## src/evpu_consts.svh

```systemverilog
// evpu_consts.svh - offsets, reset values and vector layout of the
// exception vector priority unit.
// assumes: included by bare name from the top design file and the bench.
`ifndef EVPU_CONSTS_SVH
`define EVPU_CONSTS_SVH

// register byte offsets on the register bus
`define EVPU_OFS_BASE     32'h0000_0000
`define EVPU_OFS_STAT     32'h0000_0004

// vector base byte: reset value and forced value in debug
`define EVPU_BASE_RST     8'hFF
`define EVPU_DBG_BASE     8'hFF

// low byte offsets above the vector base
`define EVPU_VO_SPUR      8'h80
`define EVPU_VO_IBIT0     8'h82
`define EVPU_VO_IBIT_TOP  8'hF2
`define EVPU_VO_X         8'hF4
`define EVPU_VO_SWI       8'hF6
`define EVPU_VO_TRAP      8'hF8

// fixed system reset vectors
`define EVPU_V_RST_MAIN   16'hFFFE
`define EVPU_V_RST_CLKMON 16'hFFFC
`define EVPU_V_RST_WDOG   16'hFFFA

// i-bit maskable sources: slots 0x82..0xF2, index width
`define EVPU_N_IBIT       57
`define EVPU_IDX_W        6

// bus response codes
`define EVPU_RESP_OKAY    2'h0
`define EVPU_RESP_DECERR  2'h3

`endif

```

## src/evpu_pkg.sv

```systemverilog
// evpu_pkg.sv - types shared by the exception vector priority unit.
// assumes: nothing beyond a SystemVerilog compiler.
`default_nettype none

package evpu_pkg;
    // kind of source that won the last vector fetch
    typedef enum logic [2:0] {
        src_spur,
        src_ibit,
        src_xbit,
        src_swi,
        src_trap,
        src_wdog,
        src_clkmon,
        src_main
    } evpu_src_t;
endpackage : evpu_pkg

`default_nettype wire

```

## src/evpu_prio.sv

```systemverilog
// evpu_prio.sv - finds the highest set bit of a request vector.
// assumes: purely combinational, same clock domain as its user.
`default_nettype none

module evpu_prio #(
    parameter int N = 57,
    parameter int W = 6
) (
    // request vector in
    input  wire logic [N-1:0] req,
    // result
    output logic              any,
    output logic [W-1:0]      idx
);
    // ascending scan, so the last (highest) set bit wins
    always_comb begin
        any = 1'b0;
        idx = '0;
        for (int i = 0; i < N; i++) begin
            if (req[i]) begin
                any = 1'b1;
                idx = W'(i);
            end
        end
    end
endmodule : evpu_prio

`default_nettype wire

```

## src/evpu_top.sv

```systemverilog
// evpu_top.sv - exception vector priority unit: priority decode of all
// pending exceptions, vector formation, stop wake-up and register slave.
// assumes: request inputs come from logic on mclk; stop_wakeup is the only
// combinational output, since mclk is stopped in stop mode.
`include "evpu_consts.svh"
`default_nettype none

module evpu_top (
    // clock and reset
    input  wire logic                    mclk,
    input  wire logic                    nrst,
    // axi4-lite write address and data
    input  wire logic [31:0]             s_axi_awaddr,
    input  wire logic                    s_axi_awvalid,
    output logic                         s_axi_awready,
    input  wire logic [31:0]             s_axi_wdata,
    input  wire logic [3:0]              s_axi_wstrb,
    input  wire logic                    s_axi_wvalid,
    output logic                         s_axi_wready,
    // axi4-lite write response
    output logic [1:0]                   s_axi_bresp,
    output logic                         s_axi_bvalid,
    input  wire logic                    s_axi_bready,
    // axi4-lite read
    input  wire logic [31:0]             s_axi_araddr,
    input  wire logic                    s_axi_arvalid,
    output logic                         s_axi_arready,
    output logic [31:0]                  s_axi_rdata,
    output logic [1:0]                   s_axi_rresp,
    output logic                         s_axi_rvalid,
    input  wire logic                    s_axi_rready,
    // exception requests
    input  wire logic [`EVPU_N_IBIT-1:0] ibit_req,
    input  wire logic [`EVPU_N_IBIT-1:0] ibit_local_en,
    input  wire logic                    xbit_req,
    input  wire logic                    software_interrupt_request,
    input  wire logic                    trap_req,
    input  wire logic                    rst_main_req,
    input  wire logic                    rst_clkmon_req,
    input  wire logic                    watchdog_timeout,
    // cpu side
    input  wire logic                    cpu_flag_i_mask,
    input  wire logic                    cpu_flag_x_mask,
    input  wire logic                    background_debug_state,
    input  wire logic                    vec_fetch,
    output logic                         vec_valid,
    output logic [15:0]                  vec_addr,
    output logic                         stop_wakeup
);
    // reset synchroniser
    logic                      rst_q1;         // first stage, only to rst_n
    logic                      rst_n;          // released reset copy
    // register state
    logic [7:0]                vector_base, next_vector_base; // base byte
    evpu_pkg::evpu_src_t       last_src, next_last_src; // last winner
    logic [15:0]               next_vec_addr;
    logic                      next_vec_valid;
    // bus slave state
    logic                      aw_hold, next_aw_hold; // write address held
    logic                      w_hold, next_w_hold;   // write data held
    logic [31:0]               aw_addr_q, next_aw_addr_q;
    logic [31:0]               w_data_q, next_w_data_q;
    logic [3:0]                w_strb_q, next_w_strb_q;
    logic                      next_awready, next_wready;
    logic                      next_bvalid, next_arready, next_rvalid;
    logic [1:0]                next_bresp, next_rresp;
    logic [31:0]               next_rdata;
    // priority decode
    logic                      x_pend;         // unmasked x request
    logic                      rst_any;        // any reset cause
    logic [`EVPU_N_IBIT-1:0]   ibit_elig;      // eligible i-bit requests
    logic                      ibit_any;
    logic [`EVPU_IDX_W-1:0]    ibit_idx;       // highest eligible index
    logic [7:0]                upper;          // upper vector byte
    logic [15:0]               win_vec;        // vector if fetched now
    evpu_pkg::evpu_src_t       win_src;
    logic                      do_write;
    // reset release through two flip-flops
    always_ff @(posedge mclk or negedge nrst) begin
        if (!nrst) begin
            rst_q1 <= 1'b0;
            rst_n  <= 1'b0;
        end else begin
            rst_q1 <= 1'b1;
            rst_n  <= rst_q1;
        end
    end
    // eligibility of i-bit requests
    always_comb begin
        x_pend    = xbit_req && !cpu_flag_x_mask;
        rst_any   = rst_main_req || rst_clkmon_req || watchdog_timeout;
        ibit_elig = ibit_req & ibit_local_en;
        if (cpu_flag_i_mask || software_interrupt_request || trap_req ||
            x_pend) begin
            ibit_elig = '0;
        end
    end
    // highest eligible i-bit source
    evpu_prio #(
        .N (`EVPU_N_IBIT),
        .W (`EVPU_IDX_W)
    ) u_prio (
        .req (ibit_elig),
        .any (ibit_any),
        .idx (ibit_idx)
    );
    // winner, highest vector address first
    always_comb begin
        upper = background_debug_state ? `EVPU_DBG_BASE
                                       : vector_base;
        win_vec = {upper, `EVPU_VO_SPUR};
        win_src = evpu_pkg::src_spur;
        if (rst_main_req) begin
            win_vec = `EVPU_V_RST_MAIN;
            win_src = evpu_pkg::src_main;
        end else if (rst_clkmon_req) begin
            win_vec = `EVPU_V_RST_CLKMON;
            win_src = evpu_pkg::src_clkmon;
        end else if (watchdog_timeout) begin
            win_vec = `EVPU_V_RST_WDOG;
            win_src = evpu_pkg::src_wdog;
        end else if (trap_req) begin
            win_vec = {upper, `EVPU_VO_TRAP};
            win_src = evpu_pkg::src_trap;
        end else if (software_interrupt_request) begin
            win_vec = {upper, `EVPU_VO_SWI};
            win_src = evpu_pkg::src_swi;
        end else if (x_pend) begin
            win_vec = {upper, `EVPU_VO_X};
            win_src = evpu_pkg::src_xbit;
        end else if (ibit_any) begin
            win_vec = {upper, 8'(`EVPU_VO_IBIT0 +
                      {1'b0, ibit_idx, 1'b0})};
            win_src = evpu_pkg::src_ibit;
        end
    end
    // vector answer: sampled in the fetch cycle, held until next fetch
    always_comb begin
        next_vec_valid = vec_fetch;
        next_vec_addr  = vec_addr;
        next_last_src  = last_src;
        if (vec_fetch) begin
            next_vec_addr = win_vec;
            next_last_src = win_src;
        end
    end
    // wake-up works without mclk, from raw requests
    always_comb begin
        stop_wakeup = xbit_req ||
                      (|(ibit_req & ibit_local_en) &&
                       !cpu_flag_i_mask);
    end
    // write path: address and data taken in either order
    always_comb begin
        next_aw_hold   = aw_hold;
        next_w_hold    = w_hold;
        next_aw_addr_q = aw_addr_q;
        next_w_data_q  = w_data_q;
        next_w_strb_q  = w_strb_q;
        next_bvalid    = s_axi_bvalid;
        next_bresp     = s_axi_bresp;
        next_vector_base = vector_base;
        do_write       = aw_hold && w_hold && !s_axi_bvalid;
        if (s_axi_awvalid && s_axi_awready) begin
            next_aw_hold   = 1'b1;
            next_aw_addr_q = s_axi_awaddr;
        end
        if (s_axi_wvalid && s_axi_wready) begin
            next_w_hold   = 1'b1;
            next_w_data_q = s_axi_wdata;
            next_w_strb_q = s_axi_wstrb;
        end
        // response leaves on bready
        if (s_axi_bvalid && s_axi_bready) begin
            next_bvalid = 1'b0;
        end
        // both halves present: commit and answer
        if (do_write) begin
            next_aw_hold = 1'b0;
            next_w_hold  = 1'b0;
            next_bvalid  = 1'b1;
            next_bresp   = `EVPU_RESP_OKAY;
            if (aw_addr_q == `EVPU_OFS_BASE) begin
                if (w_strb_q[0]) begin
                    next_vector_base = w_data_q[7:0];
                end
            end else if (aw_addr_q != `EVPU_OFS_STAT) begin
                next_bresp = `EVPU_RESP_DECERR;    // unmapped
            end
        end
        next_awready = !next_aw_hold;
        next_wready  = !next_w_hold;
    end
    // read path: one read at a time
    always_comb begin
        next_rvalid = s_axi_rvalid;
        next_rdata  = s_axi_rdata;
        next_rresp  = s_axi_rresp;
        if (s_axi_rvalid && s_axi_rready) begin
            next_rvalid = 1'b0;
        end
        if (s_axi_arvalid && s_axi_arready) begin
            next_rvalid = 1'b1;
            next_rresp  = `EVPU_RESP_OKAY;
            if (s_axi_araddr == `EVPU_OFS_BASE) begin
                next_rdata = {24'h00_0000, vector_base};
            end else if (s_axi_araddr == `EVPU_OFS_STAT) begin
                // pending flag, last winner, last vector
                next_rdata = {12'h000, win_src != evpu_pkg::src_spur,
                              last_src, vec_addr};
            end else begin
                next_rdata = 32'h0000_0000;
                next_rresp = `EVPU_RESP_DECERR;
            end
        end
        next_arready = !next_rvalid;
    end
    // all registers but the synchroniser; base reloads on every nrst reset, not on reset requests
    always_ff @(posedge mclk or negedge rst_n) begin
        if (!rst_n) begin
            vector_base   <= `EVPU_BASE_RST;
            last_src      <= evpu_pkg::src_spur;
            vec_valid     <= 1'b0;
            vec_addr      <= 16'h0000;
            aw_hold       <= 1'b0;
            w_hold        <= 1'b0;
            aw_addr_q     <= 32'h0000_0000;
            w_data_q      <= 32'h0000_0000;
            w_strb_q      <= 4'h0;
            s_axi_awready <= 1'b1;
            s_axi_wready  <= 1'b1;
            s_axi_bvalid  <= 1'b0;
            s_axi_bresp   <= 2'h0;
            s_axi_arready <= 1'b1;
            s_axi_rvalid  <= 1'b0;
            s_axi_rdata   <= 32'h0000_0000;
            s_axi_rresp   <= 2'h0;
        end else begin
            vector_base   <= next_vector_base;
            last_src      <= next_last_src;
            vec_valid     <= next_vec_valid;
            vec_addr      <= next_vec_addr;
            aw_hold       <= next_aw_hold;
            w_hold        <= next_w_hold;
            aw_addr_q     <= next_aw_addr_q;
            w_data_q      <= next_w_data_q;
            w_strb_q      <= next_w_strb_q;
            s_axi_awready <= next_awready;
            s_axi_wready  <= next_wready;
            s_axi_bvalid  <= next_bvalid;
            s_axi_bresp   <= next_bresp;
            s_axi_arready <= next_arready;
            s_axi_rvalid  <= next_rvalid;
            s_axi_rdata   <= next_rdata;
            s_axi_rresp   <= next_rresp;
        end
    end
endmodule : evpu_top

`default_nettype wire

```

## config.mk

```make
export PLATFORM = sky130hd
export DESIGN_NAME = evpu_top
export DESIGN_NICKNAME = d
export VERILOG_FILES = /design/src/evpu_pkg.sv /design/src/evpu_prio.sv /design/src/evpu_top.sv
export VERILOG_INCLUDE_DIRS = /design/src
export SDC_FILE = /design/constraint.sdc
export NUM_CORES = 1
export LEC_CHECK = 0
export BUFFER_PORTS_ARGS = -buffer_cell sky130_fd_sc_hd__buf_2
export CORE_UTILIZATION = 35
export CTS_BUF_LIST = sky130_fd_sc_hd__clkbuf_2 sky130_fd_sc_hd__clkbuf_4 sky130_fd_sc_hd__clkbuf_8
export CTS_CLUSTER_SIZE = 8
export DETAILED_ROUTE_END_ITERATION = 10
export HOLD_SLACK_MARGIN = 0.08
export SYNTH_ARGS = -nofsm -noshare
export SYNTH_HDL_FRONTEND = slang
export SYNTH_HIERARCHICAL = 1
export SYNTH_SLANG_ARGS = --single-unit
```

## constraint.sdc

```tcl
create_clock -name mclk -period 5.1 [get_ports mclk]
set_input_delay 1.53 -clock mclk [delete_from_list [all_inputs] [get_ports mclk]]
set_output_delay 1.53 -clock mclk [all_outputs]
set_load 0.1 [all_outputs]
```

# Yosys cells after proc, flatten, opt, wreduce, memory -nomap -nowiden
# Index checks and enable logic that the tools add are counted.
word_totals:
  register_bits: 114
  input_bits: 231
  out_inout_bits: 59
  wordCells: 191
op_classes:
  addsub: 1
  n_eq_ne: 2
  muxes: 143
  bitwise_logic: 1
  reduce_logical: 25
ops:
  columns: ["op", "count"]
  rows:
  - ["$mux 6", 25]
  - ["$mux 5", 16]
  - ["$mux 1", 67]
  - ["$logic_not 32->1", 2]
  - ["$and 57x57->57", 1]
  - ["$mux 57", 1]
  - ["$reduce_or 57->1", 1]
  - ["$mux 16", 3]
  - ["$mux 20", 2]
  - ["$mux 8", 5]
  - ["$eq 32x3->1 const B", 1]
  - ["$mux 4", 8]
  - ["$ne 32x3->1 const B", 1]
  - ["$mux 3", 8]
  - ["$mux 2", 8]
  - ["$logic_and 1x1->1", 9]
  - ["$add 8x7->8 const A", 1]
  - ["$logic_not 1->1", 6]
  - ["$logic_or 1x1->1", 4]
  - ["$reduce_and 3->1", 1]
  - ["$reduce_bool 3->1", 1]
  - ["$reduce_bool 2->1", 1]

# Depth between registers and ports, before layout
logic_depth:
  ltp_word: 71
  ltp_mapped: 15
  depth_no_buf: 13

# By module
# Netlist, hierarchy kept.
by_module_without_submodules:
  columns: ["mod", "instances", "cells_each", "area_each_um2", "seq_area_each_um2"]
  rows:
  - ["evpu_top", 1, 462, 4763.3, 2491.1]
  - ["evpu_prio", 1, 122, 749.5, 0.0]

# Worst setup path before layout
# OpenSTA, ideal clock, no wires.
synth_path:
  kind: "input port to output port"
  from: "input port ibit_req[6]"
  to: "output port stop_wakeup"
  arrival_ns: 3.357
  required_time_ns: 3.570
  path_slack_ns: 0.213
  cell_stages: 4
  path_buffers: 0
  cell_sequence: "nand2_1 -> nand4_1 -> nor3_1 -> a32oi_1"
synth_between:
  elab_chain_cells: 4
synth_lines:
  columns: ["item", "line_no", "rtl"]
  rows:
  - ["start: declaration", "evpu_top.sv:33", "input wire logic [`EVPU_N_IBIT-1:0] ibit_req,"]
  - ["$and 57x57->57", "evpu_top.sv:150", "(|(ibit_req & ibit_local_en) &&"]
  - ["$reduce_or 57->1", "evpu_top.sv:150", null]
  - ["$logic_and 1x1->1", "evpu_top.sv:150", null]
  - ["$logic_or 1x1->1", "evpu_top.sv:149", "stop_wakeup = xbit_req ||"]
  - ["end: declaration", "evpu_top.sv:48", "output logic stop_wakeup"]
# Every way passes these cells.

# Final worst setup path
layout_path:
  from: "input port xbit_req"
  to: "output port stop_wakeup"
layout_between:
  elab_chain_cells: 1
layout_lines:
  columns: ["item", "line_no", "rtl"]
  rows:
  - ["start: declaration", "evpu_top.sv:35", "input wire logic xbit_req,"]
  - ["$logic_or 1x1->1", "evpu_top.sv:149", null]
# Every way passes these cells.

==> flow_metrics.py <==
metrics = {
    "floorplan": {
        "die_w_um": 127.5,
        "core_area_um2": 15310,
        "io_pins": 290,
        "start_util_pct": 36.00,
        "dieArea_um2": 16260,
        "num_rows": 45,
        "die_h_um": 127.5,
    },
    "setup_path": {
        "cp_max_fo": 3,
        "reg2reg_depth": 4,
        "worstSetupEndpointType": "output pin",
        "critPathKind": "in -> out",
        "worstPathArrival_ns": 3.05,
        "worstPathRequired_ns": 3.57,
        "start_kind": "primary input",
    },
    "grt": {
        "grt_pass1_vias": 5078,
        "gr-total-overflow": 0,
        "grt_max_degree": 62,
        "grt_pass1_wl_um": 25300,
        "antenna_found_initial": 0,
        "grtUsageTotal_pct": 20.08,
    },
    "yosys": {
        "synth_cell_types": 58,
        "ys_warn_count": 6,
        "ys_seq_elements": 99,
        "syn_area_um2": 5513,
        "seq_area_frac_synth_pct": 45.19,
        "synthFlopType": "dfrtp_1",
        "synth_area_per_cell_um2": 9.440,
        "synthCells": 584,
        "synth_edf_count": 0,
        "ys_async_sr_fraction_pct": 100.0,
    },
    "sta": {
        "setup_violations": 0,
        "rsz0062_at_grt": "no",
        "min_period_ns": 4.581,
        "fmax_mhz": 218.3,
        "tns_ns": 0,
        "fin_crit_sh_pct": 89.82,
        "drv_slew": 0,
        "hold_violations": 0,
        "finClkSkew_ns": 0.01868,
        "worst_slew_pin_slew_ns": 0.9101,
        "max-slew-margin-rel_pct": 39.18,
    },
    "clock_network": {
        "clock_sinks": 99,
        "cts_tree": "done",
        "clockBufferDepth": 2,
        "cts_max_level": 3,
        "path_clk_slew_ns": 0.11,
        "cts_setup_buffers": 0,
        "cts_resized": 0,
        "root_buffer": "clkbuf_8",
        "postCtsHoldBufs": 0,
        "clk_latency_ns": 0.37,
        "cts_buffers": 9,
    },
    "cells_and_area": {
        "final_net_count": 1064,
        "drive_gt1_share_pct": 42.41,
        "layout_commonest_cell": "buf_2",
        "syn_to_final_growth_pct": 30.46,
        "final_cell_mix": "buf_2, nor2_1, dfrtp_1",
        "diodes": 0,
        "fin_area_um2": 7192,
    },
    "pwr": {
        "p_leak_nw": 3.343,
        "ir_drop_mv": 0.1529,
        "power.density_nw_per_um2": 338.6,
    },
    "routing": {
        "drtPass1Iterations": 5,
        "wire_per_inst_um": 15.42,
        "wl_um": 16160,
        "viasPerCell": 5.120,
        "drt_iter0_markers": 266,
        "drc": 0,
        "vias": 5366,
        "ant_nets": 0,
    },
    "min_path": {
        "hold_path_class": "reg -> async",
    },
    "place": {
        "placed_cell_area_um2": 6985,
        "gp_routability_congestion": 0.8601,
        "io_buffers": 249,
        "hpwl_um": 13090,
    },
    "flow_run": {
        "max_cap_viol_count": 0,
    },
    "status": {
        "outcome": "completed",
    },
}
through the flow:
stage	power [mW]	hold WS [ns]	std cells	util [%]	setup WS [ns]
after detailed placement	1.940	0.3088	1032	45.61	0.2337
final	2.435	0.2926	1048	46.96	0.5190
after CTS	2.462	0.3167	1048	46.96	0.4574
after global routing	2.572	0.3453	1048	46.96	0.2389
after global placement	1.926	0.3105	1032	45.61	0.1531
after floorplan	1.729	0.3312	596	-	0.2129
final timing paths:
check | from | endpoint | slack [ns]
min reg2reg | rst_n$_DFF_PN0_ | aw_addr_q[1]$_DFFE_PN0P_ | 0.29
max in group asynchronous | rst_n$_DFF_PN0_ | last_src[0]$_DFFE_PN0P_ | 3.68
min in group mclk | rst_q1$_DFF_PN0_ | rst_n$_DFF_PN0_ | 0.36
max | xbit_req | stop_wakeup | 0.52
min | rst_n$_DFF_PN0_ | aw_addr_q[1]$_DFFE_PN0P_ | 0.29
max reg2reg | aw_addr_q[5]$_DFFE_PN0P_ | vector_base[4]$_DFFE_PN1P_ | 2.92
per-layer routing:
metal | routed length [µm] | up-vias | global-route usage [%]
met5 | 0 | - | 0
met2 | 8005 | 238 | 35.33
met4 | 214 | 0 | 5.392
met3 | 1073 | 18 | 3.559
li1 | - | 2609 | -
met1 | 6867 | 2501 | 25.28
critical path, cell delays in order:
cell     delay [ns]
buf_2          0.12
buf_4          0.16
a21oi_1        0.24
nand4_1        0.15
nor4_1         0.34
a32oi_1        0.19
buf_2          0.32
Yosys cell counts, types with 8 or more instances:
master / count / area, µm²
nand4_1: 15 / 93.84
a22oi_1: 13 / 97.59
o22a_1: 8 / 70.07
mux2_2: 56 / 630.6
nor2_1: 94 / 352.8
inv_1: 17 / 63.81
clkbuf_1: 16 / 60.06
dfrtp_1: 88 / 2202
nor3_1: 11 / 55.05
nand3_1: 8 / 40.04
a32o_1: 13 / 130.1
o21ai_0: 12 / 60.06
nand2_1: 68 / 255.2
nor4_1: 28 / 175.2
buf_4: 15 / 112.6
dfstp_2: 11 / 289.0
a21oi_1: 24 / 120.1
report_power, final:
part	internal, mW	switching, mW
clock network	0.235	0.285
logic	0.314	0.505
registers	0.992	0.104
total	1.54	0.894
state kept, by name, indices dropped and copies added, names as in the netlist, 3 cells and up:
register / cells
vector_base: 8
last_src: 3
aw_addr_q: 32
vec_addr: 15
w_data_q: 8
s_axi_rdata: 20
cell families (layout without fill, tap and decap cells):
family | after synthesis | count (layout) | share of synthesized area [%]
simple gates | 261 | 261 | 23.29
buf+inv | 52 | 293 | 4.607
fa+ha+maj | 1 | 1 | 0.2269
xor+xnor | 3 | 3 | 0.4767
flops | 99 | 99 | 45.19
mux | 56 | 56 | 11.44
compound gates | 110 | 110 | 14.64
other cells | 2 | 14 | 0.1362
area by class of cell:
cell class / count / area [µm²]
sequential: 99 / 2495
clock inverter: 7 / 82.58
fill: 1549 / 8123
timing repair buffer: 260 / 1341
tap: 211 / 264.0
inverter: 17 / 63.81
clock buffer: 9 / 123.9
multi-input combinational: 445 / 2821
No activity file was read; power rests on OpenSTA's default activity.
